File: src/rtl/rgt_pkg.sv
/*
 * Constants and types for the refresh granularity tracker.
 * Assumes a 100 MHz command clock shared with the memory controller.
 */
package rgt_pkg;
   ////////////////////////////////////////////////////////////////////////////
   localparam int CLK_PERIOD_NS = 10;
   localparam int REFI_BASE_NS  = 7800;
   localparam int RFC1_NS       = 350;
   localparam int RFC2_NS       = 260;
   localparam int RFC4_NS       = 160;
   // Interval is a longest time: round down; cycle times are least: round up
   localparam int REFI_BASE_CYC = REFI_BASE_NS / CLK_PERIOD_NS;
   localparam int RFC1_CYC      = (RFC1_NS + CLK_PERIOD_NS - 1) / CLK_PERIOD_NS;
   localparam int RFC2_CYC      = (RFC2_NS + CLK_PERIOD_NS - 1) / CLK_PERIOD_NS;
   localparam int RFC4_CYC      = (RFC4_NS + CLK_PERIOD_NS - 1) / CLK_PERIOD_NS;
   localparam int INTV_W        = 10;
   localparam int RFC_W         = 6;

   ////////////////////////////////////////////////////////////////////////////
   // Granularity field of mode register three and its field positions
   localparam int         GRAN_OTF_BIT   = 2;
   localparam int         GRAN_QUAD_BIT  = 1;
   localparam logic [2:0] GRAN_FIX_1X    = 3'h0;
   localparam logic [2:0] GRAN_FIX_2X    = 3'h1;
   localparam logic [2:0] GRAN_FIX_4X    = 3'h2;
   localparam logic [2:0] GRAN_OTF_1X2X  = 3'h5;
   localparam logic [2:0] GRAN_OTF_1X4X  = 3'h6;
   localparam logic [2:0] GRAN_RESET     = GRAN_FIX_1X;

   // Rate index: also the interval shift of that rate
   localparam logic [1:0] RATE_1X = 2'h0;
   localparam logic [1:0] RATE_2X = 2'h1;
   localparam logic [1:0] RATE_4X = 2'h2;

   localparam logic [2:0] EXTRA_1X = 3'h1;
   localparam logic [2:0] EXTRA_2X = 3'h2;
   localparam logic [2:0] EXTRA_4X = 3'h4;

   typedef enum logic [0:0] {
      ST_RUN  = 1'b0,
      ST_SELF = 1'b1
   } rgt_state_t;

   // One command cycle towards the memory device
   typedef struct packed {
      logic       refresh;
      logic       bankGroupBitZero;
      logic       modeWrite;
      logic [2:0] modeCode;
      logic       selfRefEnter;
      logic       selfRefExit;
   } rgt_cmd_t;
endpackage : rgt_pkg

File: src/rtl/rgt_refresh_tracker.sv
/*
 * Refresh scheduler and granularity tracker on the controller side.
 * Assumes all requests come from logic on clk_sys and that devCmd is
 * turned into bus commands one cycle later by the command encoder.
 */
module rgt_refresh_tracker (
   // Clock and reset
   input  wire logic            clk_sys,
   input  wire logic            reset_n,
   // Requests from the controller core
   input  wire logic [2:0]      modeCode,
   input  wire logic            modeWrReq,
   input  wire logic            tcrEnable,
   input  wire logic [1:0]      tempBand,
   input  wire logic            preferNormal,
   input  wire logic            srEnterReq,
   input  wire logic            srExitReq,
   // Command to the memory device and status
   output rgt_pkg::rgt_cmd_t    devCmd,
   output logic                 modeWrRefused,
   output logic                 inSelfRefresh
);
   ////////////////////////////////////////////////////////////////////////////
   function automatic logic [rgt_pkg::INTV_W-1:0] refiCycles(input logic [1:0] rate,
                                                             input logic [1:0] band);
      logic [2:0] sh;
      sh = {1'b0, rate} + {1'b0, band};
      refiCycles = rgt_pkg::INTV_W'(rgt_pkg::REFI_BASE_CYC >> sh);
   endfunction : refiCycles

   function automatic logic [rgt_pkg::RFC_W-1:0] rfcLoad(input logic [1:0] rate);
      case (rate)
         rgt_pkg::RATE_2X: rfcLoad = rgt_pkg::RFC_W'(rgt_pkg::RFC2_CYC - 1);
         rgt_pkg::RATE_4X: rfcLoad = rgt_pkg::RFC_W'(rgt_pkg::RFC4_CYC - 1);
         default:          rfcLoad = rgt_pkg::RFC_W'(rgt_pkg::RFC1_CYC - 1);
      endcase
   endfunction : rfcLoad

   function automatic logic [1:0] rateOf(input logic [2:0] code);
      rateOf = code[rgt_pkg::GRAN_QUAD_BIT] ? rgt_pkg::RATE_4X :
               (code[0] ? rgt_pkg::RATE_2X : rgt_pkg::RATE_1X);
   endfunction : rateOf

   function automatic logic codeLegal(input logic [2:0] code);
      codeLegal = (code == rgt_pkg::GRAN_FIX_1X) || (code == rgt_pkg::GRAN_FIX_2X) ||
                  (code == rgt_pkg::GRAN_FIX_4X) || (code == rgt_pkg::GRAN_OTF_1X2X) ||
                  (code == rgt_pkg::GRAN_OTF_1X4X);
   endfunction : codeLegal

   ////////////////////////////////////////////////////////////////////////////
   rgt_pkg::rgt_state_t         state_reg;
   rgt_pkg::rgt_cmd_t           cmd_reg;
   logic [2:0]                  gran_reg;
   logic [2:0]                  modeNext_reg;
   logic                        modePend_reg;
   logic                        srEnterPend_reg;
   logic                        srExitPend_reg;
   logic                        duePend_reg;
   logic                        refused_reg;
   logic [1:0]                  residue_reg;
   logic [2:0]                  owedAtEntry_reg;
   logic [2:0]                  extraCnt_reg;
   logic [rgt_pkg::INTV_W-1:0]  intv_reg;
   logic [rgt_pkg::RFC_W-1:0]   rfc_reg;

   logic [1:0] curRate;
   logic       otfMode;
   logic       aligned;
   logic       canIssue;
   logic       sameRate;
   logic       doExtra;
   logic       doRef;
   logic       doMode;
   logic       doSrEnter;
   logic       doSrExit;
   logic       issueNormal;
   logic [1:0] issueRate;
   logic [2:0] owed;

   assign curRate  = rateOf(gran_reg);
   assign otfMode  = gran_reg[rgt_pkg::GRAN_OTF_BIT];
   // Fixed normal rate never leaves a residue
   assign aligned  = (curRate == rgt_pkg::RATE_4X) ? (residue_reg == 2'h0)
                                                    : (residue_reg[0] == 1'b0);
   assign canIssue = (state_reg == rgt_pkg::ST_RUN) && (rfc_reg == '0);
   assign sameRate = rateOf(modeNext_reg) == curRate;

   // Extras first so the obligation is cleared before routine traffic
   assign doExtra   = canIssue && (extraCnt_reg != 3'h0);
   assign doRef     = canIssue && !doExtra && duePend_reg;
   // Rate change by mode write only on a whole-refresh boundary
   assign doMode    = canIssue && !doExtra && !duePend_reg && modePend_reg &&
                      (sameRate || aligned);
   assign doSrEnter = canIssue && !doExtra && !duePend_reg && !modePend_reg &&
                      srEnterPend_reg;
   assign doSrExit  = (state_reg == rgt_pkg::ST_SELF) && srExitPend_reg;

   // Normal refresh in ON_THE_FLY_SELECT only when the fine count is aligned
   assign issueNormal = (curRate == rgt_pkg::RATE_1X) ||
                        (otfMode && (doExtra || (preferNormal && aligned)));
   assign issueRate   = issueNormal ? rgt_pkg::RATE_1X : curRate;

   always_comb begin
      if (aligned) begin
         owed = 3'h0;
      end else if (otfMode) begin
         owed = rgt_pkg::EXTRA_1X;
      end else if (curRate == rgt_pkg::RATE_4X) begin
         owed = rgt_pkg::EXTRA_4X;
      end else begin
         owed = rgt_pkg::EXTRA_2X;
      end
   end

   ////////////////////////////////////////////////////////////////////////////
   // Self refresh state
   always_ff @(posedge clk_sys or negedge reset_n) begin
      if (!reset_n) begin
         state_reg <= rgt_pkg::ST_RUN;
      end else if (doSrEnter) begin
         state_reg <= rgt_pkg::ST_SELF;
      end else if (doSrExit) begin
         state_reg <= rgt_pkg::ST_RUN;
      end
   end

   // Pending requests; only an entry request in the clearing cycle is kept: a mode request is refused, an exit request dropped
   always_ff @(posedge clk_sys or negedge reset_n) begin
      if (!reset_n) begin
         modePend_reg    <= 1'b0;
         modeNext_reg    <= rgt_pkg::GRAN_RESET;
         refused_reg     <= 1'b0;
         srEnterPend_reg <= 1'b0;
         srExitPend_reg  <= 1'b0;
      end else begin
         refused_reg <= 1'b0;
         if (modeWrReq && !modePend_reg) begin
            if (!codeLegal(modeCode) || (tcrEnable && modeCode != rgt_pkg::GRAN_FIX_1X)) begin
               refused_reg <= 1'b1;
            end else begin
               modePend_reg <= 1'b1;
               modeNext_reg <= modeCode;
            end
         end else if (modeWrReq) begin
            refused_reg <= 1'b1;
         end else if (doMode) begin
            modePend_reg <= 1'b0;
         end
         if (srEnterReq) begin
            srEnterPend_reg <= 1'b1;
         end else if (doSrEnter) begin
            srEnterPend_reg <= 1'b0;
         end
         if (srExitReq && state_reg == rgt_pkg::ST_SELF && !doSrExit) begin
            srExitPend_reg <= 1'b1;
         end else if (doSrExit) begin
            srExitPend_reg <= 1'b0;
         end
      end
   end

   // Granularity now in force
   always_ff @(posedge clk_sys or negedge reset_n) begin
      if (!reset_n) begin
         gran_reg <= rgt_pkg::GRAN_RESET;
      end else if (doMode) begin
         gran_reg <= modeNext_reg;
      end
   end

   // Fine-rate residue and the extra obligation after exit
   always_ff @(posedge clk_sys or negedge reset_n) begin
      if (!reset_n) begin
         residue_reg     <= 2'h0;
         owedAtEntry_reg <= 3'h0;
         extraCnt_reg    <= 3'h0;
      end else begin
         if ((doMode && !sameRate) || doSrExit) begin
            residue_reg <= 2'h0;
         end else if ((doRef || doExtra) && issueNormal) begin
            residue_reg <= 2'h0;
         end else if (doRef || doExtra) begin
            residue_reg <= residue_reg + 2'h1;
         end
         if (doSrEnter) begin
            owedAtEntry_reg <= owed;
         end
         if (doSrExit) begin
            extraCnt_reg <= owedAtEntry_reg;
         end else if (doExtra) begin
            extraCnt_reg <= extraCnt_reg - 3'h1;
         end
      end
   end

   // Average interval timer; extras do not reload it
   always_ff @(posedge clk_sys or negedge reset_n) begin
      if (!reset_n) begin
         intv_reg    <= rgt_pkg::INTV_W'(rgt_pkg::REFI_BASE_CYC);
         duePend_reg <= 1'b0;
      end else begin
         if (doRef) begin
            intv_reg <= refiCycles(issueRate, tempBand);
         end else if (doMode &&
                      (refiCycles(rateOf(modeNext_reg), tempBand) < intv_reg)) begin
            // Only shorten: a full reload would stretch the gap past one interval
            intv_reg <= refiCycles(rateOf(modeNext_reg), tempBand);
         end else if (doSrExit) begin
            intv_reg <= refiCycles(curRate, tempBand);
         end else if (state_reg == rgt_pkg::ST_RUN && intv_reg != '0) begin
            intv_reg <= intv_reg - rgt_pkg::INTV_W'(1);
         end
         if (state_reg == rgt_pkg::ST_RUN && intv_reg == '0 && !doRef) begin
            duePend_reg <= 1'b1;
         end else if (doRef || doSrExit) begin
            duePend_reg <= 1'b0;
         end
      end
   end

   // Refresh cycle time guard
   always_ff @(posedge clk_sys or negedge reset_n) begin
      if (!reset_n) begin
         rfc_reg <= '0;
      end else if (doRef || doExtra) begin
         rfc_reg <= rfcLoad(issueRate);
      end else if (rfc_reg != '0) begin
         rfc_reg <= rfc_reg - rgt_pkg::RFC_W'(1);
      end
   end

   // Command register
   always_ff @(posedge clk_sys or negedge reset_n) begin
      if (!reset_n) begin
         cmd_reg <= '0;
      end else begin
         cmd_reg.refresh          <= doRef || doExtra;
         cmd_reg.bankGroupBitZero <= (doRef || doExtra) && !issueNormal;
         cmd_reg.modeWrite        <= doMode;
         cmd_reg.modeCode         <= doMode ? modeNext_reg : gran_reg;
         cmd_reg.selfRefEnter     <= doSrEnter;
         cmd_reg.selfRefExit      <= doSrExit;
      end
   end

   assign devCmd        = cmd_reg;
   assign modeWrRefused = refused_reg;
   assign inSelfRefresh = state_reg == rgt_pkg::ST_SELF;
endmodule : rgt_refresh_tracker

File: config.mk
export PLATFORM = sky130hd
export DESIGN_NAME = rgt_refresh_tracker
export DESIGN_NICKNAME = d
export VERILOG_FILES = /design/src/rtl/rgt_pkg.sv /design/src/rtl/rgt_refresh_tracker.sv
export SDC_FILE = /design/constraint.sdc
export NUM_CORES = 1
export LEC_CHECK = 0
export ABC_AREA = 0
export BUFFER_PORTS_ARGS = -buffer_cell sky130_fd_sc_hd__buf_2
export CAP_MARGIN = 30
export CORE_MARGIN = 5
export CORE_UTILIZATION = 45
export CTS_CLUSTER_SIZE = 12
export DETAILED_ROUTE_END_ITERATION = 16
export GPL_ROUTABILITY_DRIVEN = 1
export GPL_TIMING_DRIVEN = 0
export HOLD_SLACK_MARGIN = 0.08
export MAX_ROUTING_LAYER = met4
export SLEW_MARGIN = 20
export SYNTH_ARGS = -nofsm -noshare
export SYNTH_HDL_FRONTEND = slang
export SYNTH_SLANG_ARGS = --single-unit
File: constraint.sdc
create_clock -name clk_sys -period 3.5 [get_ports clk_sys]
set_clock_uncertainty 0.1 [all_clocks]
set_input_delay 0.175 -clock clk_sys [delete_from_list [all_inputs] [get_ports clk_sys]]
set_output_delay 0.175 -clock clk_sys [all_outputs]
set_load 0.02 [all_outputs]
==> summary.md <==
| Metric | Value |
|---|---|
| Number of port buffers | 21 |
| Dominant cell type by area after synthesis | dfrtp_1 |
| Initial Utilization | between 40% and 50% |
| Top cells by area, synth | dfrtp_1 30%, ha_1 13%, nand2_1 4.4% |
| DP Area | 3280 µm² |
| EDFF count, synth | 0 |
| Vias in the first global route | 2562 |
| Final slew viol count | 0 |
| Number of nets in the layout | 426 |
| Total power | 2700 µW |
| FP Rows | 30 |
| Post-layout util | 56.2% |
| Initial antenna violation count | 0 |
| CTS Buf Count | 5 |
| Crit-path most repeated cell | o21ai_2 |
| DRT Wirelength | 7490 µm |
| Gp weighted congestion | 0.900 |
| Top Layer Used | met4 |
| Metal2 WL | 3510 µm |
| CP cell instances | nor2b_4 > nand2_2 > fa_2 > inv_6 > nand3_1 > o21ai_2 > ha_1 > a21oi_2 > o21ai_2 > a221oi_4 > buf_12 > a21oi_4 > a2111oi_4 > nor2_1 |
| CP max stage delay | 0.65 ns |
| GR Overflow Total | 0 |
| Yosys warns | 0 |
| Largest register FFs | 10 |
| CP bufs+invs | 2 |
| Share of cells above drive strength 1 | 25.0% |
| Int Pwr | 1580 µW |
| Slew Limit Headroom | 42.5% |
| Combinational power share | 58.0% |
| Main synth FF type | dfrtp_1 |
| Fmax | 295 MHz |
| Initial DRC Count | 127 |
| Die H | 92.7 µm |
| # placed instances | 435 |
| Syn avg cell area | between 9 and 10 µm² |
| Final Non-Filler Cells | 460 |
| Final worst path period share | 96.8% |
| Commonest non-fill, non-tap cell in the layout | dfrtp_1 |
| Pin count of the biggest net entering global routing | 42 |
| First-pass GRT wire length | around 13000 µm |
| Synth Instances | 334 |
| Max Root-Sink Buffers | 2 |
| Path depth of the worst reg2reg path | 14 |
| Total die area | 8590 µm² |
| Per-cell routed wire length | 16.3 µm |
| Drt first pass iters | 4 |
| TritonCTS clock tree | yes |
| Post-route DRC | 0 |
| # H-tree levels | 2 |
| Met1 wire length | approximately 3600 µm |
| Crit. End Element | register |
| Pwr dens | 716 nW/µm² |
| Async SR Flop Fraction | 100% |
| Clock Power Share | 17.2% |
| Clock sinks | between 40 and 50 |
| Root Buffer | clkbuf_8 |
| Slew at the pin with the worst max-slew slack | approximately 0.85 ns |
| GRT Overall Usage | 18.7% |
| Share of power burned in registers | 24.8% |
| Unrepaired setup endpoints after global routing | yes |
| Vias per cell | 5.49 |
| Clock Pin Slew Worst Setup and Hold Paths | 0.09 ns |
| Hold WC Path Type | in2async |
| Worst skew pair latency | approximately 0.30 ns |
| N_diodes | 0 |
| Critical path type | reg2reg |
| Total number of vias | 2524 |
| TNS Setup | 0 ns |
| Final Hold Fails | 0 |
| # IOs | 22 |
| Status | complete, no violations |
| Syn Nets | between 300 and 400 |
| WP data arrival | 3.47 ns |
| Worst path slowest cell | fa_2 |
| Sw Pwr | 1120 µW |
| Distinct cells, synth | 58 |
| Synth Register Bits | around 40 |
| Most frequent cells in the layout | 36 x dfrtp_1, 35 x nand2_1, 33 x inv_1 |
| Max Cap Viol | 0 |
| Peak supply drop | between 0.4 and 0.5 mV |
| Maximum fanout along the worst path | 7 |
| Met3 routed WL | 341 µm |
| Final setup fails | 0 |
| Mapped Area | 3080 µm² |
| Synth top area share | 30.1% |
| Fin area | 3770 µm² |
| Crit. path cell count | 14 |
| Sequential share of the synthesized area | roughly 34% |
| Die X-Extent | 92.7 µm |
| Fill cells | ~600 |
| Core region area | between 6000 and 7000 µm² |
| DP HPWL | 5620 µm |
| Sw frac | 41.4% |
| Leak Pwr | 0.00176 µW |
| Worst setup SP type | register |
| Detail Route Antenna Nets | 0 |
| Min Tclk post-route | ~3.4 ns |
| CP top delay family | compound AO/OA/AOI/OAI gates |
| Synth-to-Final Area Change | 22.7% |
| Req. time, crit path | roughly 3.6 ns |
## path summary, 6_finish.rpt
check                                   startpoint         endpoint  slack, ns
worst min register to register  owedAtEntry_reg[1]  extraCnt_reg[1]       0.37
min in group clk_sys                     tcrEnable    modeWrRefused       0.16
worst max-delay path               modeNext_reg[1]      intv_reg[7]       0.11
worst min-delay path                       reset_n      intv_reg[6]       0.16
worst max register to register     modeNext_reg[1]      intv_reg[7]       0.11
max in group asynchronous                  reset_n      intv_reg[3]       2.62
## per-stage QoR
stage / worst slack, ns / hold WS, ns
6_report: 0.112 / 0.159
5_1_grt: -0.0641 / 0.176
4_1_cts: -0.00494 / 0.169
3_5_place_dp: -0.555 / 0.267
3_3_place_gp: -0.552 / 0.273
2_1_floorplan: 0.0816 / -0.221
## area by class of cell
cell class	instances	area, µm²	area share [%]
clock inverter	3	68.8	1.82
clock buffer	5	68.8	1.82
buffer	7	38.8	1.03
sequential	41	1030	27.3
inverter	35	139	3.68
multi-input combinational	250	2040	54.2
tap	80	100	2.65
timing repair buffer	39	283	7.49
## logic make-up (layout without fill, tap and decap cells)
family / count (synthesis) / after routing / synth area share [%]
flops: 41 / 41 / 33.5
mux: 17 / 17 / 5.77
compound gates: 80 / 80 / 18.8
buf+inv: 43 / 89 / 5.65
simple gates: 105 / 105 / 17.6
fa+ha+maj: 35 / 35 / 15.0
xor+xnor: 13 / 13 / 3.70
## power groups by stage
stage / Clock, µW / Sequential [µW] / Combinational [µW]
final: 465 / 670 / 1570
after CTS: 475 / 674 / 1290
after global placement: 0 / 666 / 1090
after detailed placement: 0 / 668 / 1110
after global routing: 492 / 683 / 1730
after floorplan: 0 / 640 / 869
## synthesized netlist by cell type, types with 4 or more instances
cell and instances:
mux2i_1 11, o21ai_0 17, nand3_1 5, nor3_1 7, o31ai_1 4, ha_1 32, a21oi_1 18, nand2b_1 9
dfstp_2 4, nand2_1 36, a211oi_1 8, and2_1 5, dfrtp_1 37, mux2_2 6, nor2b_1 7, o22ai_1 4
nor2_1 21, inv_1 35, xnor2_1 10, clkbuf_1 4
## layer usage
layer	GRT usage [%]	vias to the layer above
li1	-	1262
met1	25.1	1191
met2	30.4	62
met3	2.76	9
met4	3.79	0
met5	-	-
## worst reg2reg max path, stage by stage, from the launching register on
cell       delay [ns]
dfrtp_2          0.46
nor2b_4          0.16
nand2_2          0.08
fa_2             0.65
inv_6            0.09
nand3_1          0.09
o21ai_2          0.08
ha_1             0.31
a21oi_2          0.17
o21ai_2          0.09
a221oi_4         0.32
buf_12           0.16
a21oi_4          0.09
a2111oi_4        0.35
nor2_1           0.09
## what timing repair did
item                                   in CTS  in global routing
endpoints found under the hold margin      44                  0
resized for setup                          14                 30
pin swaps                                   4                  9
cloned                                      0                  0
setup buffers                               3                  7
setup endpoints to repair                  10                 10
hold buffers                                7                  0
Note: power is estimated with default switching activity, not from simulation.
